==> src/design/lin_host_pkg.sv <==
// Purpose: Shared constants and types for the transceiver host controller
// Assumes: 100 MHz clock, all times converted from ns figures
// Notes:   Times are held in ns, cycle counts derived from the clock period
package lin_host_pkg;

  localparam int CLK_PERIOD_NS = 10;

  // ----------------------------------------------------------------
  // Timing figures (ns)
  // ----------------------------------------------------------------
  localparam int TOGGLE_STEP_NS      = 12500;  // Least spacing of toggle steps
  localparam int TOGGLE_EN_LOW_NS    = 45000;  // Longest control-low window
  localparam int RATE_FLAG_MIN_NS    = 1875;   // Rate flag pulse, least
  localparam int RATE_FLAG_MAX_NS    = 6250;   // Rate flag pulse, longest
  localparam int SLEEP_ENTRY_NS      = 70000;  // Sleep entry delay, typical
  localparam int SLEEP_ENTRY_MAX_NS  = 91000;  // Sleep entry delay, longest
  localparam int CTRL_WAKE_FILT_NS   = 15000;  // Control wake filter, longest
  localparam int FIRST_DOM_NS        = 80000;  // Initial drive hold-off, longest
  localparam int DOM_TIMEOUT_NS      = 5000000; // Dominant time-out

  // Least times and the sleep, wake and hold-off waits round up; other longest times round down
  localparam int STEP_CYC      = (TOGGLE_STEP_NS + CLK_PERIOD_NS - 1) / CLK_PERIOD_NS;
  localparam int EN_LOW_CYC    = TOGGLE_EN_LOW_NS / CLK_PERIOD_NS;
  localparam int FLAG_MIN_CYC  = (RATE_FLAG_MIN_NS + CLK_PERIOD_NS - 1) / CLK_PERIOD_NS;
  localparam int FLAG_WIN_CYC  = RATE_FLAG_MAX_NS / CLK_PERIOD_NS;
  localparam int SLEEP_CYC     = (SLEEP_ENTRY_MAX_NS + CLK_PERIOD_NS - 1) / CLK_PERIOD_NS;
  localparam int WAKE_FILT_CYC = (CTRL_WAKE_FILT_NS + CLK_PERIOD_NS - 1) / CLK_PERIOD_NS;
  localparam int FIRST_DOM_CYC = (FIRST_DOM_NS + CLK_PERIOD_NS - 1) / CLK_PERIOD_NS;
  localparam int DOM_TO_CYC    = DOM_TIMEOUT_NS / CLK_PERIOD_NS;

  localparam int CNT_W = 20;

  typedef enum logic [3:0] {
    ST_IDLE    = 4'b0000,
    ST_NORMAL  = 4'b0001,
    ST_TG_ENLO = 4'b0010,
    ST_TG_TXLO = 4'b0011,
    ST_TG_TXHI = 4'b0100,
    ST_TG_FLAG = 4'b0101,
    ST_SLEEPGO = 4'b0110,
    ST_SLEEP   = 4'b0111,
    ST_WAKEGO  = 4'b1000
  } host_state_type;

  // Pins toward the transceiver
  typedef struct packed {
    logic tx;
    logic en;
  } xcvr_out_type;

  // User requests, one-cycle pulses except tx_data
  typedef struct packed {
    logic tx_data;
    logic toggle;
    logic sleep;
    logic wake;
  } user_req_type;

endpackage : lin_host_pkg

==> src/design/lin_host_ctrl.sv <==
// Purpose: Host-side controller driving transmit and control pins of a
//          single-wire transceiver, and reading its bus-state output
// Assumes: Bus-state input idles high via external pull-up while released
// Notes:   Toggle, sleep and wake run as timed sequences on one counter
`timescale 1ns/1ps

module lin_host_ctrl #(
  parameter int DOM_TIMEOUT_CYC = lin_host_pkg::DOM_TO_CYC
) (
  input  wire logic                       i_clk,
  input  wire logic                       i_rst,
  input  wire lin_host_pkg::user_req_type i_req,
  input  wire logic                       i_rxd,
  output lin_host_pkg::xcvr_out_type      o_pins,
  output logic                            o_rx_data,
  output logic                            o_ready,
  output logic                            o_fast,
  output logic                            o_asleep,
  output logic                            o_wake_seen,
  output logic                            o_flag_err
);
  import lin_host_pkg::*;

  // ----------------------------------------------------------------
  // State
  // ----------------------------------------------------------------
  typedef struct packed {
    host_state_type st;
    logic [CNT_W-1:0] cnt;
    logic [CNT_W-1:0] dom;
    logic [CNT_W-1:0] lo_run;
    logic            flag_lo;
    logic            fast;
    logic            wake;
    logic            ferr;
    xcvr_out_type    pins;
  } ctrl_state_type;

  ctrl_state_type s_q, s_d;
  logic [0:0]     rxd_s;

  lin_host_sync #(.W(1)) u_sync (
    .i_clk   (i_clk),
    .i_rst   (i_rst),
    .i_async (i_rxd),
    .o_sync  (rxd_s)
  );

  localparam logic [CNT_W-1:0] C_STEP  = CNT_W'(STEP_CYC);
  localparam logic [CNT_W-1:0] C_FLAG  = CNT_W'(FLAG_WIN_CYC);
  localparam logic [CNT_W-1:0] C_SLEEP = CNT_W'(SLEEP_CYC);
  localparam logic [CNT_W-1:0] C_WAKE  = CNT_W'(WAKE_FILT_CYC);
  localparam logic [CNT_W-1:0] C_FDOM  = CNT_W'(FIRST_DOM_CYC);
  localparam logic [CNT_W-1:0] C_DOMTO = CNT_W'(DOM_TIMEOUT_CYC);
  localparam logic [CNT_W-1:0] C_ONE   = CNT_W'(1);
  localparam logic [CNT_W-1:0] C_ENLO  = CNT_W'(EN_LOW_CYC);

  // ----------------------------------------------------------------
  // Next state
  // ----------------------------------------------------------------
  always_comb begin
    s_d = s_q;
    s_d.cnt = s_q.cnt + C_ONE;
    unique case (s_q.st)
      ST_IDLE: begin
        // Control high, then wait out wake filter (skipped after a toggle) and drive hold-off
        s_d.pins = '{tx: 1'b1, en: 1'b1};
        if (s_q.cnt >= C_WAKE + C_FDOM) begin
          s_d.st = ST_NORMAL;
          s_d.cnt = '0;
        end
      end
      ST_NORMAL: begin
        // Transmit follows user data, cut back after dominant time-out
        if (!i_req.tx_data && s_q.dom < C_DOMTO) begin
          s_d.pins.tx = 1'b0;
          s_d.dom = s_q.dom + C_ONE;
        end else begin
          s_d.pins.tx = 1'b1;
          if (i_req.tx_data) s_d.dom = '0;
        end
        s_d.pins.en = 1'b1;
        if (i_req.toggle) begin
          s_d.pins = '{tx: 1'b1, en: 1'b0};
          s_d.st = ST_TG_ENLO;
          s_d.cnt = '0;
          s_d.dom = '0;
        end else if (i_req.sleep) begin
          s_d.pins = '{tx: 1'b1, en: 1'b0};
          s_d.st = ST_SLEEPGO;
          s_d.cnt = '0;
          s_d.dom = '0;
        end
      end
      ST_TG_ENLO: begin
        if (s_q.cnt >= C_STEP - C_ONE) begin
          s_d.pins.tx = 1'b0;
          s_d.st = ST_TG_TXLO;
          s_d.cnt = '0;
        end
      end
      ST_TG_TXLO: begin
        if (s_q.cnt >= C_STEP - C_ONE) begin
          s_d.pins.tx = 1'b1;
          s_d.st = ST_TG_TXHI;
          s_d.cnt = '0;
        end
      end
      ST_TG_TXHI: begin
        // Raised well inside the 45 us control-low window
        if (s_q.cnt >= C_STEP - C_ONE) begin
          s_d.pins.en = 1'b1;
          s_d.st = ST_TG_FLAG;
          s_d.cnt = '0;
          s_d.flag_lo = 1'b0;
        end
      end
      ST_TG_FLAG: begin
        // Watch for low flag; none expected when leaving fast rate
        if (!rxd_s[0]) s_d.flag_lo = 1'b1;
        if (s_q.cnt >= C_FLAG + C_STEP) begin
          s_d.ferr = (s_q.flag_lo == s_q.fast);
          s_d.fast = !s_q.fast;
          s_d.st = ST_IDLE;
          s_d.cnt = C_WAKE;
        end
      end
      ST_SLEEPGO: begin
        if (s_q.cnt >= C_SLEEP) begin
          s_d.st = ST_SLEEP;
          s_d.cnt = '0;
        end
      end
      ST_SLEEP: begin
        // Output floats; pull-up reads high until a wake drives it low
        if (!rxd_s[0]) s_d.wake = 1'b1;
        if (i_req.wake || !rxd_s[0]) begin
          s_d.pins.en = 1'b1;
          s_d.st = ST_WAKEGO;
          s_d.cnt = '0;
        end
      end
      ST_WAKEGO: begin
        s_d.fast = 1'b0;
        s_d.st = ST_IDLE;
        s_d.cnt = '0;
      end
      default: begin
        s_d.st = ST_IDLE;
        s_d.cnt = '0;
      end
    endcase
    // Control-low run of a toggle; too long a run would drop the rate change
    if (s_d.st inside {ST_TG_ENLO, ST_TG_TXLO, ST_TG_TXHI}) begin
      s_d.lo_run = s_q.lo_run + C_ONE;
    end else begin
      s_d.lo_run = '0;
    end
    if (s_q.st == ST_NORMAL && i_req.toggle) s_d.ferr = 1'b0;
    if (s_q.st == ST_SLEEP && s_d.st == ST_WAKEGO && !rxd_s[0]) s_d.wake = 1'b1;
    else if (s_q.st == ST_NORMAL && i_req.sleep) s_d.wake = 1'b0;
  end

  always_ff @(posedge i_clk or posedge i_rst) begin
    if (i_rst) begin
      s_q <= '{st: ST_IDLE, cnt: '0, dom: '0, lo_run: '0, flag_lo: 1'b0, fast: 1'b0,
               wake: 1'b0, ferr: 1'b0, pins: '{tx: 1'b1, en: 1'b0}};
      o_rx_data <= 1'b1;
      o_ready   <= 1'b0;
      o_asleep  <= 1'b0;
    end else begin
      s_q <= s_d;
      o_rx_data <= rxd_s[0];
      o_ready   <= (s_d.st == ST_NORMAL);
      o_asleep  <= (s_d.st == ST_SLEEP);
    end
  end

  assign o_pins      = s_q.pins;
  assign o_fast      = s_q.fast;
  assign o_wake_seen = s_q.wake;
  assign o_flag_err  = s_q.ferr;
endmodule : lin_host_ctrl

==> src/design/lin_host_sync.sv <==
// Purpose: Two-flop synchroniser for pin inputs, one per bit
// Assumes: Inputs are asynchronous to i_clk
// Notes:   First stage is read by the second stage only
`timescale 1ns/1ps
module lin_host_sync #(
  parameter int W = 2
) (
  input  wire logic         i_clk,
  input  wire logic         i_rst,
  input  wire logic [W-1:0] i_async,
  output logic      [W-1:0] o_sync
);
  logic [W-1:0] meta_q;

  for (genvar g = 0; g < W; g++) begin : g_bit
    always_ff @(posedge i_clk or posedge i_rst) begin
      if (i_rst) begin
        meta_q[g] <= 1'b1;
        o_sync[g] <= 1'b1;
      end else begin
        meta_q[g] <= i_async[g];
        o_sync[g] <= meta_q[g];
      end
    end
  end
endmodule : lin_host_sync
==> config.mk <==
export PLATFORM = sky130hd
export DESIGN_NAME = lin_host_ctrl
export DESIGN_NICKNAME = d
export VERILOG_FILES = /design/src/design/lin_host_pkg.sv /design/src/design/lin_host_ctrl.sv /design/src/design/lin_host_sync.sv
export SDC_FILE = /design/constraint.sdc
export NUM_CORES = 1
export LEC_CHECK = 0
export ABC_AREA = 0
export BUFFER_PORTS_ARGS = -buffer_cell sky130_fd_sc_hd__buf_2
export CORE_ASPECT_RATIO = 1.5
export CORE_MARGIN = 1.5
export CORE_UTILIZATION = 50
export CTS_CLUSTER_SIZE = 24
export DETAILED_ROUTE_END_ITERATION = 12
export PLACE_DENSITY = 0.65
export SYNTH_ARGS = -nofsm -noshare
export SYNTH_HDL_FRONTEND = slang
export SYNTH_HIERARCHICAL = 1
export SYNTH_SLANG_ARGS = --single-unit
==> constraint.sdc <==
create_clock -name i_clk -period 2.28 [get_ports i_clk]
set_input_delay 0.456 -clock i_clk [delete_from_list [all_inputs] [get_ports i_clk]]
set_output_delay 0.456 -clock i_clk [all_outputs]
set_load 0.005 [all_outputs]
Word-level counts from Yosys, hierarchy flattened
Cells that the tools add are included.
Operators by class
  eq/ne operators: 19
  magnitude comparators: 5
  muxes and demuxes: 30
  add/sub/neg operators: 2
  reductions and logical operators: 25
Operators with widths (number)
  $pmux 24 s8: 1
  $mux 24: 7
  $mux 44: 2
  $add 20x1->20 const B: 2
  $ge 20x11->1 const B: 2
  $ge 20x14->1 const B: 2
  $mux 20: 2
  $eq 4x3->1 const B: 5
  $lt 20x19->1 const B: 1
  $mux 1: 12
  $ne 2x2->1 const B: 6
  $reduce_bool 4->1: 3
  $reduce_and 3->1: 3
  $eq 4x1->1 const B: 2
  $eq 4x2->1 const B: 2
  $eq 4x4->1 const B: 2
  $pmux 1 s4: 2
  $reduce_and 2->1: 4
  $reduce_bool 2->1: 4
  $logic_and 1x1->1: 5
  $logic_not 4->1: 1
  $mux 2: 2
  $pmux 1 s2: 2
  $logic_not 1->1: 3
  4 further kinds: 4
Word-level totals
  flip-flop bits (word level): 55
  word-level logic and storage cells: 95

Logic depth before layout (Yosys ltp)
  depth after elaboration: 11
  depth in mapped cells: 9
  gate-level depth less buffers: 8

Hierarchy
The synthesis kept the hierarchy.
By module, submodules not included
  lin_host_ctrl: cells an instance 328, instances 1, area an instance 3070.4 sq um, sequential area each 1328.8 sq um
  lin_host_sync: cells an instance 3, instances 1, area an instance 56.3 sq um, sequential area each 52.6 sq um

Worst setup path before layout
No wires, ideal clock.
  path kind: register to register
  start: register s_q[46] in the netlist's numbering
  end: register s_q, in the netlist o_pins[1]
  stages on the path, launching flop included: 10
  data arrival time: 1.903 ns
  setup slack: 0.297 ns
  data required time: 2.200 ns
  period minus slack after synthesis: 1.983 ns
  cells stage by stage: dfrtp_1 inv_1 ha_1 nor4b_2 nor4b_2 o41ai_2 nor2b_1 buf_4 a211o_1 a32o_1
On the way
  longest elaborated chain between the ends: 3
  elaborated cells between the ends (all ways): 4
  those cells by class: order compare: 1; eq/ne: 2; reduce/logical: 1
RTL lines
  start, declared: line lin_host_ctrl.sv:39  | ctrl_state_type s_q, s_d;
  start signal, assigned: line lin_host_ctrl.sv:166  | s_q <= '{st: ST_IDLE, cnt: '0, dom: '0, lo_run: '0, flag_lo: 1'b0, fast: 1'b0,
  $ge 20x11->1 *: line lin_host_ctrl.sv:96, lin_host_ctrl.sv:103
  $ne 2x2->1 (no line)
  $reduce_and 3->1 (no line) *
Mark *: on every way between the ends. The rest lies on a longest branch, timed or not.
A chain may end at the register's enable or synchronous reset.

==> metrics.yaml <==
clk_pin_slew_worst_paths_ns: 0.11
avgRoutedWirePerCell_um: 15.7
routed_wl_um: 6690
yosys.area.top_type: "dfrtp_1"
synth_top_cells_by_count: "dfrtp_1, nor2_1, nand2_1"
clock_sinks: 55
fin_ws_ns: 0.117
coreArea_um2: 6090
routed_via_density: 5.83
fin_cells: 426
fillers: 538
synth_edf_count: 0
h-tree-depth: 2
track_usage: 0.219
critPathArrivalTime_ns: 2.39
critical_path_class: "register to register"
start_kind: "register"
post_cts_buffers: 0
synth_seq_area_share: 0.442
numCtsBuffers: 5
period_minus_slack_ns: 2.16
post-route-period-util: 0.949
synth_top_area_frac: 0.408
clk_latency_ns: 0.32
dp_cells: 418
cts_buffer_depth: 2
setup_tns_ns: 0
yosys_warnings: 6
r2r_setup_slack_ns: 0.12
diodes: 0
max_cap_violations: 0
peakVddDrop_mv: 0.326
setup_viol: 0
synth.ff_latch_count: 55
slew_violations: 0
grt_max_degree: 22
dp_hpwl_um: 5010
post_dp_cell_area_um2: 3300
syn-num-nets: 342
vias: 2485
rsz0062_at_grt: "false"
drc: 0
hold_slack_ns: 0.128
fin_nets: 362
port-buffer-count: 14
async_flop_share: 1.00
synth_area_um2: 3130
hold_violations: 0
ant_nets: 0
cp_data_required_time_ns: 2.51
status: "finished clean"
syn_inst: 331
yosys_most_used_dff: "dfrtp_1"
hold_buffers: 0
ff_latch_area_um2: 1380
dieHeight_um: 99.9
multi_input_area_um2: 1570
layout-drive-gt1-share: 0.190
hold_class: "input pin to asynchronous set/reset pin"
dieArea_um2: 6750
clock_skew_ns: 0.0153
crit_fanout: 8
grt_pass1_wl_um: 11300
drt_iter0_markers: 190
synth_most_common_cell: "dfrtp_1"
fin_util: 0.561
synth_cell_types: 60
syn_avg_cell_area_um2: 9.45
p_per_area_nw_per_um2: 496
root_buffer: "clkbuf_8"
die_w_um: 67.6
cts_tree: "yes"
drtPass1Iterations: 6
area_growth_pct: 9.12
grt_pass1_vias: 2485
worst_pin_slew_ns: 0.487
rows: 35
place.gp.congestion: 0.834
p_total_mw: 1.69
dp_slack_ns: 0.0320
fin_area_um2: 3410
io_pins: 15
fmax_ghz: 0.462
initial_core_util: 0.514
yosys-top-cells-area: "dfrtp_1, xor2_1, nor2_1"
max-slew-margin-rel: 0.676
gr-total-overflow: 0
endpoint_kind: "register"
p_leak_nw: 1.53
antenna_found_initial: 0
==> report_power, final <==
group          internal [mW]  switching (mW)  total [mW]
Combinational         0.0126          0.0277      0.0403
Sequential             0.984         0.00685       0.991
Clock                  0.328           0.331       0.659
Total                   1.33           0.365        1.69
==> registers in the layout (all words and copies together) (netlist names) <==
register	count
o_pins	2
o_fast	1
o_ready	1
o_flag_err	1
o_asleep	1
o_rx_data	1
u_sync/o_sync	1
u_sync/meta_q	1
o_wake_seen	1
s_q	45
==> cell usage in the layout (no fill, tap or decap), types with 7 or more instances in the layout <==
| master | count |
|---|---|
| a21oi_1 | 13 |
| and3_1 | 7 |
| buf_2 | 14 |
| buf_4 | 19 |
| dfrtp_1 | 51 |
| inv_1 | 10 |
| nand2_1 | 31 |
| nand3_1 | 13 |
| nand4_1 | 11 |
| nor2_1 | 42 |
| nor2_2 | 10 |
| nor3_1 | 9 |
| xnor2_1 | 12 |
| xor2_1 | 21 |
==> worst max-delay path, cell delays in order, from the launching register on <==
cell and delay, ns:
dfrtp_1 0.49, a2111oi_1 0.49, buf_4 0.19, o2111ai_1 0.14
nor3_1 0.29, a211oi_2 0.06, and2_1 0.24, a21oi_1 0.18
==> layer usage <==
metal  share of wire  track usage  vias up
li1                -            -     1192
met1            0.42        0.260     1211
met2            0.51        0.373       63
met3           0.027       0.0291       19
met4           0.041        0.116        0
met5               0            0        -
==> final timing paths <==
kind,startpoint,cells after the start,endpoint
max,s_q[52]$_DFF_PP0_,7,s_q[48]$_DFF_PP0_
min,i_rst,2,s_q[69]$_DFF_PP0_
max reg2reg,s_q[52]$_DFF_PP0_,7,s_q[48]$_DFF_PP0_
min reg2reg,u_sync/meta_q$_DFF_PP1_,0,u_sync/o_sync$_DFF_PP1_
max in group asynchronous,i_rst,3,s_q[46]$_DFF_PP0_
min in group i_clk,i_rxd,1,u_sync/meta_q$_DFF_PP1_
==> kinds of logic (layout without fill, tap and decap cells) <==
kind of cell             Yosys count  count (layout)  share of synthesized area
AND/OR/NAND/NOR                  155             155                      0.271
XOR/XNOR                          33              33                     0.0924
flip-flops                        55              55                      0.442
AO/OA/AOI/OAI                     51              51                      0.117
adder cells (fa/ha/maj)            4               4                     0.0160
buffers and inverters             31              52                     0.0552
multiplexers                       2               2                    0.00640
==> timing repair <==
action | in CTS | in global routing
gates resized for setup | 1 | 0
endpoints found under the hold margin | 0 | 0
pin swaps | 0 | 1
setup endpoints to repair | 2 | 4
==> area by class of cell <==
cell class,count,share of cell area
Multi-Input combinational cell,245,0.461
Sequential cell,55,0.405
Tap cell,74,0.0271
Inverter,11,0.0121
Clock inverter,2,0.0110
Clock buffer,6,0.0213
Timing Repair Buffer,33,0.0623
(Power assumes the default switching activity.)
